--- config.mk ---
export PLATFORM = sky130hd
export DESIGN_NAME = cfs_sequencer
export DESIGN_NICKNAME = d
export VERILOG_FILES = /design/src/shared/cfs_pkg.sv /design/src/rtl/cfs_sequencer.sv
export SDC_FILE = /design/constraint.sdc
export NUM_CORES = 1
export LEC_CHECK = 0
export BUFFER_PORTS_ARGS = -buffer_cell sky130_fd_sc_hd__buf_2
export CORE_AREA = 2 2 268 244
export CTS_CLUSTER_DIAMETER = 200
export DETAILED_ROUTE_END_ITERATION = 12
export DIE_AREA = 0 0 270 246
export MAX_ROUTING_LAYER = met4
export PLACE_DENSITY = 0.6
export SETUP_SLACK_MARGIN = 0.15
export SLEW_MARGIN = 5
export SYNTH_ARGS = -nofsm -noshare
export SYNTH_HDL_FRONTEND = slang
export SYNTH_SLANG_ARGS = --single-unit
--- constraint.sdc ---
create_clock -name i_clock -period 13.38 [get_ports i_clock]
set_input_delay 1.338 -clock i_clock [delete_from_list [all_inputs] [get_ports i_clock]]
set_output_delay 1.338 -clock i_clock [all_outputs]
set_load 0.01 [all_outputs]
--- src/shared/cfs_pkg.sv ---
package cfs_pkg;

  // ----------------------------------------------------------------
  // Register byte offsets on the Avalon-MM slave
  // ----------------------------------------------------------------
  localparam logic [4:0] OFS_CMD     = 5'h00;
  localparam logic [4:0] OFS_QUEUE   = 5'h04;
  localparam logic [4:0] OFS_REDUND  = 5'h08;
  localparam logic [4:0] OFS_BITFRM  = 5'h0c;
  localparam logic [4:0] OFS_RXDELAY = 5'h10;
  localparam logic [4:0] OFS_LEVEL   = 5'h14;
  localparam logic [4:0] OFS_STATUS  = 5'h18;
  localparam logic [4:0] OFS_FLAGS   = 5'h1c;

  // ----------------------------------------------------------------
  // Command codes
  // ----------------------------------------------------------------
  localparam logic [5:0] CMD_IDLE = 6'h00;
  localparam logic [5:0] CMD_TX   = 6'h1a;
  localparam logic [5:0] CMD_RX   = 6'h16;

  // ----------------------------------------------------------------
  // Field positions and reset values
  // ----------------------------------------------------------------
  localparam int FLG_TX       = 0;
  localparam int FLG_RX       = 1;
  localparam int FLG_IDLE     = 2;
  localparam int STAT_EMPTY   = 4;
  localparam int STAT_CNT_LSB = 8;
  localparam logic [7:0]  RXDELAY_RST = 8'h06;
  localparam logic [3:0]  LEVEL_RST   = 4'h4;
  localparam logic [15:0] CRC_POLY    = 16'h8408;
  localparam logic [15:0] CRC_INIT    = 16'h6363;

  // ----------------------------------------------------------------
  // Link phase codes
  // ----------------------------------------------------------------
  localparam logic [2:0] PH_IDLE      = 3'h0;
  localparam logic [2:0] PH_TX_SOF    = 3'h1;
  localparam logic [2:0] PH_TX_DATA   = 3'h2;
  localparam logic [2:0] PH_TX_EOF    = 3'h3;
  localparam logic [2:0] PH_RX_WAIT   = 3'h4;
  localparam logic [2:0] PH_RX_LISTEN = 3'h5;
  localparam logic [2:0] PH_RX_DATA   = 3'h6;
  localparam logic [2:0] PH_TX_ARM    = 3'h7;

  // ----------------------------------------------------------------
  // Timing
  // ----------------------------------------------------------------
  localparam int CLK_NS  = 40;
  localparam int BIT_NS  = 9440;
  localparam int BIT_CYC = BIT_NS / CLK_NS;

  // ----------------------------------------------------------------
  // Types
  // ----------------------------------------------------------------
  typedef enum logic [3:0] {
    S_IDLE, S_TX_ARM, S_TX_SOF, S_TX_DATA, S_TX_EOF, S_RX_WAIT, S_RX_LISTEN, S_RX_DATA
  } cfs_state_t;

  typedef struct packed {
    logic tx_crc_append;
    logic parity_sense;
    logic parity_on;
  } cfs_cfg_t;

  typedef struct packed {
    logic tx_bit;
    logic tx_active;
    logic rx_prepare;
    logic rx_enable;
  } cfs_rf_out_t;

  typedef struct packed {
    logic [3:0] level;
    logic       data;
  } cfs_rf_in_t;

endpackage

--- src/rtl/cfs_sequencer.sv ---
// Chosen here: the Avalon-MM interface to the registers and the address map.
`timescale 1ns/1ps
module cfs_sequencer #(
  parameter int BIT_CYCLES = cfs_pkg::BIT_CYC,
  parameter int FIFO_DEPTH = 64
) (
  // Clock and reset
  input  wire logic                i_clock,
  input  wire logic                i_nrst,
  // Avalon-MM slave
  input  wire logic [4:0]          i_address,
  input  wire logic                i_read,
  input  wire logic                i_write,
  input  wire logic [31:0]         i_writedata,
  output logic      [31:0]         o_readdata,
  output logic                     o_waitrequest,
  // RF front end
  input  wire cfs_pkg::cfs_rf_in_t i_rf,
  output cfs_pkg::cfs_rf_out_t     o_rf
);
  import cfs_pkg::*;
  localparam int AW = $clog2(FIFO_DEPTH);

  function automatic logic par_bit(input logic [7:0] b, input logic odd);
    par_bit = (^b) ^ odd;
  endfunction
  function automatic logic in_prep(input logic [7:0] c);
    in_prep = (c != 8'h00) && (c <= 8'h03);
  endfunction
  function automatic logic [2:0] phase_of(input cfs_state_t s);
    case (s)
      S_TX_ARM:    phase_of = PH_TX_ARM;
      S_TX_SOF:    phase_of = PH_TX_SOF;
      S_TX_DATA:   phase_of = PH_TX_DATA;
      S_TX_EOF:    phase_of = PH_TX_EOF;
      S_RX_WAIT:   phase_of = PH_RX_WAIT;
      S_RX_LISTEN: phase_of = PH_RX_LISTEN;
      S_RX_DATA:   phase_of = PH_RX_DATA;
      default:     phase_of = PH_IDLE;
    endcase
  endfunction

  // ----------------------------------------------------------------
  // Storage
  // ----------------------------------------------------------------
  logic              wait_q, pbit, accept;
  logic [5:0]        cmd;
  cfs_cfg_t          cfg;
  logic [2:0]        partial, flags;
  logic [7:0]        rx_delay, shreg, rx_cnt, rsh;
  logic [3:0]        min_level, idx, blen, ndat;
  logic [7:0]        mem [FIFO_DEPTH];
  logic [AW-1:0]     wptr, rptr;
  logic [AW:0]       count;
  cfs_state_t        state;
  logic [15:0]       div, crc;
  logic [1:0]        crc_stage;
  // ----------------------------------------------------------------
  // Bus decode
  // ----------------------------------------------------------------
  // Every access takes two cycles: waitrequest is high in the first,
  // low in the second, so read data is always registered.
  wire       taken   = (i_read || i_write) && !wait_q;
  wire       wr_ok   = i_write && taken;
  wire       rd_ok   = i_read && taken;
  wire       cmd_wr  = wr_ok && (i_address == OFS_CMD);
  wire       q_wr    = wr_ok && (i_address == OFS_QUEUE);
  wire       cfg_wr  = wr_ok && (i_address == OFS_REDUND);
  wire       bf_wr   = wr_ok && (i_address == OFS_BITFRM);
  wire       dly_wr  = wr_ok && (i_address == OFS_RXDELAY);
  wire       lvl_wr  = wr_ok && (i_address == OFS_LEVEL);
  wire       flg_wr  = wr_ok && (i_address == OFS_FLAGS);
  wire       q_rd    = rd_ok && (i_address == OFS_QUEUE);
  wire [5:0] new_cmd = i_writedata[5:0];
  wire          fifo_empty = (count == '0);
  wire          fifo_full  = (count == (AW + 1)'(FIFO_DEPTH));
  wire [7:0]    head       = mem[rptr];
  wire [31:0]   status     = (32'(count) << STAT_CNT_LSB) | (32'(fifo_empty) << STAT_EMPTY)
                             | 32'(phase_of(state));
  wire [31:0]   next_rdata = (i_address == OFS_CMD)     ? 32'(cmd) :
                             (i_address == OFS_QUEUE)   ? 32'(head) :
                             (i_address == OFS_REDUND)  ? 32'(cfg) :
                             (i_address == OFS_BITFRM)  ? 32'(partial) :
                             (i_address == OFS_RXDELAY) ? 32'(rx_delay) :
                             (i_address == OFS_LEVEL)   ? 32'(min_level) :
                             (i_address == OFS_STATUS)  ? status :
                             (i_address == OFS_FLAGS)   ? 32'(flags) : 32'h0000_0000;
  always_ff @(posedge i_clock) begin
    if (!i_nrst) begin
      wait_q     <= 1'b1;
      o_readdata <= 32'h0000_0000;
    end else begin
      wait_q     <= !((i_read || i_write) && wait_q);
      o_readdata <= next_rdata;
    end
  end
  assign o_waitrequest = wait_q;
  always_ff @(posedge i_clock) begin
    if (!i_nrst) begin
      cfg       <= '0;
      rx_delay  <= RXDELAY_RST;
      min_level <= LEVEL_RST;
    end else begin
      if (cfg_wr) cfg <= i_writedata[2:0];
      if (dly_wr) rx_delay <= i_writedata[7:0];
      if (lvl_wr) min_level <= i_writedata[3:0];
    end
  end
  // ----------------------------------------------------------------
  // Bit clock and datapath wires
  // ----------------------------------------------------------------
  wire       tick     = (div == 16'(BIT_CYCLES - 1));
  wire       above    = (i_rf.level > min_level);
  wire       byte_end = (idx == blen - 4'd1);
  wire       more_crc = cfg.tx_crc_append && (crc_stage != 2'd2);
  wire       tx_now   = (idx < ndat) ? shreg[idx[2:0]] : pbit;
  wire       crc_en   = (state == S_TX_DATA) && (crc_stage == 2'd0) && (idx < ndat);
  wire [15:0] crc_upd = {1'b0, crc[15:1]} ^ ((crc[0] ^ tx_now) ? CRC_POLY : 16'h0000);
  wire [15:0] crc_nx  = crc_en ? crc_upd : crc;
  wire       from_q   = (state == S_TX_SOF) || accept;
  wire       last_ld  = (count == (AW + 1)'(1));
  // partial length applies to a byte that empties the queue.
  wire [3:0] ld_nd    = (from_q && last_ld && partial != 3'h0) ? {1'b0, partial} : 4'd8;
  // parity only follows a full byte.
  wire [3:0] ld_len   = ld_nd + {3'h0, (ld_nd == 4'd8) && cfg.parity_on};
  wire [7:0] ld_byte  = from_q ? head : ((crc_stage == 2'd0) ? crc_nx[7:0] : crc[15:8]);
  wire       tx_pop   = !cmd_wr && tick && ((state == S_TX_SOF)
                        || ((state == S_TX_DATA) && byte_end && accept));
  wire       tx_fin   = !cmd_wr && tick && (state == S_TX_EOF) && (idx != 4'd0);
  wire       rx_end   = (idx == (cfg.parity_on ? 4'd8 : 4'd7));
  wire [7:0] rx_byte  = (idx == 4'd8) ? rsh : {i_rf.data, rsh[7:1]};
  wire       rx_push  = !cmd_wr && tick && (state == S_RX_DATA) && above && rx_end;
  wire       rx_fin   = !cmd_wr && tick && (state == S_RX_DATA) && !above;
  always_ff @(posedge i_clock) begin
    if (!i_nrst || tick) div <= 16'h0000;
    else div <= div + 16'h0001;
  end
  // ----------------------------------------------------------------
  // Queue
  // ----------------------------------------------------------------
  // A decoder byte wins over a bus write in the same cycle; the bus
  // byte is then lost, which software avoids by not writing during receive.
  wire       push  = (rx_push || q_wr) && !fifo_full;
  wire       pop   = (q_rd || tx_pop) && !fifo_empty;
  wire [7:0] pdata = rx_push ? rx_byte : i_writedata[7:0];
  always_ff @(posedge i_clock) begin
    if (!i_nrst) begin
      wptr  <= '0;
      rptr  <= '0;
      count <= '0;
    end else begin
      if (push) begin
        mem[wptr] <= pdata;
        wptr      <= wptr + 1'b1;
      end
      if (pop) rptr <= rptr + 1'b1;
      count <= count + (AW + 1)'(push) - (AW + 1)'(pop);
    end
  end

  // ----------------------------------------------------------------
  // Interrupt flags
  // ----------------------------------------------------------------
  // Set wins over a write-one-to-clear in the same cycle.
  logic [2:0] flag_set;
  assign flag_set[FLG_TX]   = tx_fin;
  assign flag_set[FLG_RX]   = rx_fin;
  assign flag_set[FLG_IDLE] = tx_fin || rx_fin;
  always_ff @(posedge i_clock) begin
    if (!i_nrst) flags <= 3'h0;
    else flags <= (flags & ~(flg_wr ? i_writedata[2:0] : 3'h0)) | flag_set;
  end

  // ----------------------------------------------------------------
  // Sequencer
  // ----------------------------------------------------------------
  always_ff @(posedge i_clock) begin
    if (!i_nrst) begin
      state     <= S_IDLE;
      cmd       <= CMD_IDLE;
      partial   <= 3'h0;
      o_rf      <= '0;
      shreg     <= 8'h00;
      pbit      <= 1'b0;
      idx       <= 4'h0;
      blen      <= 4'h8;
      ndat      <= 4'h8;
      accept    <= 1'b0;
      crc       <= CRC_INIT;
      crc_stage <= 2'd0;
      rx_cnt    <= 8'h00;
      rsh       <= 8'h00;
    end else if (cmd_wr) begin
      // any command write retargets the sequencer at once
      o_rf      <= '0;
      idx       <= 4'h0;
      crc       <= CRC_INIT;
      crc_stage <= 2'd0;
      accept    <= 1'b0;
      case (new_cmd)
        CMD_TX: begin
          cmd   <= CMD_TX;
          state <= fifo_empty ? S_TX_ARM : S_TX_SOF;
        end
        CMD_RX: begin
          cmd          <= CMD_RX;
          state        <= S_RX_WAIT;
          rx_cnt       <= rx_delay;
          o_rf.rx_prepare <= in_prep(rx_delay);
        end
        default: begin
          cmd   <= CMD_IDLE;
          state <= S_IDLE;
        end
      endcase
    end else begin
      if (bf_wr) partial <= i_writedata[2:0];
      case (state)
        S_IDLE: begin
          o_rf <= '0;
        end
        S_TX_ARM: begin
          if (!fifo_empty) state <= S_TX_SOF;
        end
        S_TX_SOF: begin
          if (tick) begin
            o_rf.tx_active <= 1'b1;
            o_rf.tx_bit    <= 1'b1;
            shreg          <= ld_byte;
            pbit           <= par_bit(ld_byte, cfg.parity_sense);
            ndat           <= ld_nd;
            blen           <= ld_len;
            accept         <= !last_ld;
            idx            <= 4'h0;
            state          <= S_TX_DATA;
          end
        end
        S_TX_DATA: begin
          if (tick) begin
            o_rf.tx_bit <= tx_now;
            crc <= crc_nx;
            // empty check one bit early; parity counts in blen
            if (crc_stage == 2'd0 && blen >= 4'd2 && idx == blen - 4'd2)
              accept <= !fifo_empty;
            if (byte_end) begin
              idx <= 4'h0;
              if (accept || more_crc) begin
                shreg  <= ld_byte;
                pbit   <= par_bit(ld_byte, cfg.parity_sense);
                ndat   <= ld_nd;
                blen   <= ld_len;
                accept <= accept && !last_ld;
                if (!accept) crc_stage <= crc_stage + 2'd1;
              end else begin
                state <= S_TX_EOF;
              end
            end else begin
              idx <= idx + 4'h1;
            end
          end
        end
        S_TX_EOF: begin
          if (tick) begin
            if (idx == 4'h0) begin
              o_rf.tx_bit <= 1'b0;
              idx         <= 4'h1;
            end else begin
              // partial count cleared; back to idle
              o_rf.tx_active <= 1'b0;
              partial        <= 3'h0;
              cmd            <= CMD_IDLE;
              state          <= S_IDLE;
            end
          end
        end
        S_RX_WAIT: begin
          if (tick) begin
            // prepare at 3..1, monitor at 0
            if (rx_cnt == 8'h00) begin
              o_rf.rx_prepare <= 1'b0;
              o_rf.rx_enable  <= 1'b1;
              state           <= S_RX_LISTEN;
            end else begin
              rx_cnt          <= rx_cnt - 8'h01;
              o_rf.rx_prepare <= in_prep(rx_cnt - 8'h01);
            end
          end
        end
        S_RX_LISTEN: begin
          // decode only above level; await start pattern
          if (tick && above && i_rf.data) begin
            idx   <= 4'h0;
            state <= S_RX_DATA;
          end
        end
        S_RX_DATA: begin
          if (tick) begin
            if (!above) begin
              o_rf.rx_enable <= 1'b0;
              cmd            <= CMD_IDLE;
              state          <= S_IDLE;
            end else begin
              // bytes go to queue; LSB first
              if (idx != 4'd8) rsh <= {i_rf.data, rsh[7:1]};
              idx <= rx_end ? 4'h0 : idx + 4'h1;
            end
          end
        end
        default: state <= S_IDLE;
      endcase
    end
  end
endmodule

==> key figures <==
Setup path
  – CP startpoint: i_address[2]
  – Length in cells of the worst reg-to-reg path: 12
  – R2R Path End: mem[59][4]$_DFFE_PP_
  – Worst setup endpoint: mem[59][4]$_DFFE_PP_
  – CP max FO: 17
  – Worst R2R Setup Slack: 7.92 ns
  – Critical Path RT: 13.61 ns
  – Critical path arrival: 6.01 ns
  – Reg2reg start: div[0]$_SDFF_PP0_
  – Worst setup EP type: register
  – Critical Path Source Type: primary input
  – WS Path Type: in -> reg

Routing
  – DR DRC count: 0
  – Post-Route WL: 66.6 mm
  – Post-route ant nets: 0
  – Vias per inst: 5.72
  – Vias: 16,300
  – Initial DRT Pass Iterations: 5
  – WL/cell: 23.4 um
  – DRT iter0 DRCs: 1,559

Clock tree
  – Post-CTS sizing: 0
  – Hold Buf Count CTS: 0
  – Num CTS Buffers: 68
  – CTS tree: built
  – CTS Sinks: 656
  – Later-pin clock latency in the skew report: 0.62 ns
  – Clock tree buffer depth: 3
  – CTS Root Buffer Type: clkbuf_16
  – Post-CTS Repair Setup Buffers: 0
  – Clock slew at reported path FFs: 0.06 ns
  – Htree depth: 3

Timing
  – Setup violations, final: 0
  – Clock skew: 0.0316 ns
  – TNS Setup: 0 ns
  – Max Slew Vio Count: 0
  – Worst-Margin Slew: 1.06 ns
  – Final hold violation count: 0
  – Rel. slew slack: 29.1%
  – Final worst-path cycle share: 43.2%
  – Fmax: 0.173 GHz
  – RSZ-0062 raised after global routing: false
  – Tmin final: 5.78 ns

Logic synthesis
  – Top post-synthesis cells by area: edfxtp_1 (55%), dfxtp_1 (10%), mux4_2 (9.2%)
  – Synth warn: 0
  – Sequential fraction of the synthesis area: 65.7%
  – Post-synth ARST share: 0%
  – Most frequent cells after synthesis: edfxtp_1 (512), nor2_1 (198), nand2_1 (145)
  – Synthesized area: 27,800 sq um
  – Netlist cell types: 76
  – Most frequent cell after synthesis: edfxtp_1
  – Most used DFF post-synth: edfxtp_1
  – Post-synth EDFFs: 512
  – Syn avg cell area: 14.6 sq um
  – Area share of the largest cell type after synthesis: 55.3%
  – Synth Instances: 1,909
  – Seq cells post-synth: 656
  – Leading area contributor after synthesis: edfxtp_1

Hold path
  – HP Class: reg -> reg

Global route
  – Vias in the first global route: 15,900
  – First-pass GRT wire length: 99.8 mm
  – Largest net degree at the start of global routing: 89
  – GRT Total Usage: 20.6%
  – Initial antenna violation count: 2
  – Total gr overflow: 0

Cells and area
  – Layout cells sized above 1: 15.8%
  – Area growth from synthesis to layout: 11.3%
  – Fin nets: 2,027
  – Fill count: 5,466

Floorplanning
  – Die height: 246 um
  – Placeable Area: 63,500 sq um
  – Die area: 66,400 sq um
  – Boundary Pins: 83
  – Initial Util: 43.7%
  – FP Rows: 88
  – Die extent in x: 270 um

Outcome
  – Status: finished clean

Placed design
  – # port buffers: 41
  – GPL Wtd Cong: 0.919
  – DP Wirelength: 41.5 mm

Power and ir drop
  – Pwr Total: 0.00414 W
  – Peak VDD IR: 0.100 mV
  – P_leak: 9.91 nW
  – Power per cell area: 134 nW/um^2

Run
  – Max Cap Viol: 0
-- registers in the layout (all words and copies together), names as in the netlist, 4 cells and up, named ones only --
signal and flops:
min_level 4, mem 512, rptr 6, rx_delay 8, rx_cnt 8, rsh 8
ndat 4, div 16, wptr 6, o_readdata 15, blen 4, o_rf 4
count 7, idx 4, shreg 8, crc 16
-- report_power, final --
part | internal (W) | switching, W
clock network | 0.00104 | 0.000792
logic | 0.0000270 | 0.0000805
registers | 0.00220 | 0.00000469
-- worst min-delay path by stage --
| stage | startpoint | endpoint | slack, ns | cells past startpoint |
|---|---|---|---|---|
| final | shreg[2]$_SDFFE_PN0P_ | shreg[2]$_SDFFE_PN0P_ | 0.46 | 2 |
| after CTS | shreg[2]$_SDFFE_PN0P_ | shreg[2]$_SDFFE_PN0P_ | 0.45 | 2 |
| after global routing | o_waitrequest$_SDFF_PN1_ | o_waitrequest$_SDFF_PN1_ | 0.48 | 1 |
| after global placement | o_waitrequest$_SDFF_PN1_ | o_waitrequest$_SDFF_PN1_ | 0.43 | 1 |
| after detailed placement | shreg[3]$_SDFFE_PN0P_ | shreg[3]$_SDFFE_PN0P_ | 0.45 | 2 |
| after floorplan | shreg[5]$_SDFFE_PN0P_ | shreg[5]$_SDFFE_PN0P_ | 0.43 | 2 |
-- layer usage --
layer | global-route usage [%] | wire length, um | up-vias
li1 | - | - | 7366
met1 | 28.6 | 29300 | 8234
met2 | 30.0 | 30200 | 602
met3 | 4.45 | 5070 | 125
met4 | 7.42 | 2020 | 0
met5 | - | 0 | -
-- placed cells by master, fill, tap and decap left out, types with 15 or more instances in the layout --
cell and count:
buf_4 29, inv_1 39, edfxtp_1 512, nand2_1 145, buf_2 41, a21oi_1 94
mux4_2 113, o21ai_0 34, nor2_1 198, xnor2_1 22, clkinv_1 16, mux2i_1 65
xor2_1 21, conb_1 17, clkbuf_16 70, nand3_1 47, nor3_1 21, a221oi_1 15
nor2b_1 17, a211oi_1 17, ha_1 32, a22oi_1 16, dfxtp_1 141
-- cells by family after synthesis --
| group | share of synthesized area, % |
|---|---|
| other | 0.0135 |
| AOI/OAI and AO/OA | 6.80 |
| buffers and inverters | 3.09 |
| muxes | 12.6 |
| DFF | 65.7 |
| and+or+nand+nor | 8.69 |
| xor gates and xnor gates | 1.60 |
| adders and majority gates | 1.51 |
-- final cells by class --
cell class	count	area [sq um]	area share [%]
diodes	3	7.51	0.0243
clock buffers	86	1840	5.96
clock inverters	32	302	0.976
inverters	43	161	0.522
multi-input cells	1108	8820	28.5
flip-flops and latches	656	18300	59.1
well taps	855	1070	3.46
repair buffers	71	443	1.43
-- worst max-delay path, stage by stage --
cell	delay (ns)
buf_2	0.16
clkinv_1	0.26
nand3_1	0.61
nand2_1	0.24
nor2_1	0.34
nand3b_1	0.12
buf_4	0.27
a22oi_2	0.51
inv_1	0.26
nor3_1	0.42
nand3_1	0.57
nor2_1	0.87
-- per-stage QoR --
stage,instances,setup WS [ns],cell area (sq um),util (%),hold slack (ns)
6_report,2854,7.60,30900,48.7,0.457
2_1_floorplan,1925,7.46,27800,-,0.429
5_1_grt,2853,7.39,30900,48.6,0.475
3_5_place_dp,2733,7.09,28800,45.3,0.445
3_3_place_gp,2733,7.21,28800,45.3,0.434
4_1_cts,2851,7.67,30900,48.6,0.451
Power figures use the tool's default switching activity.
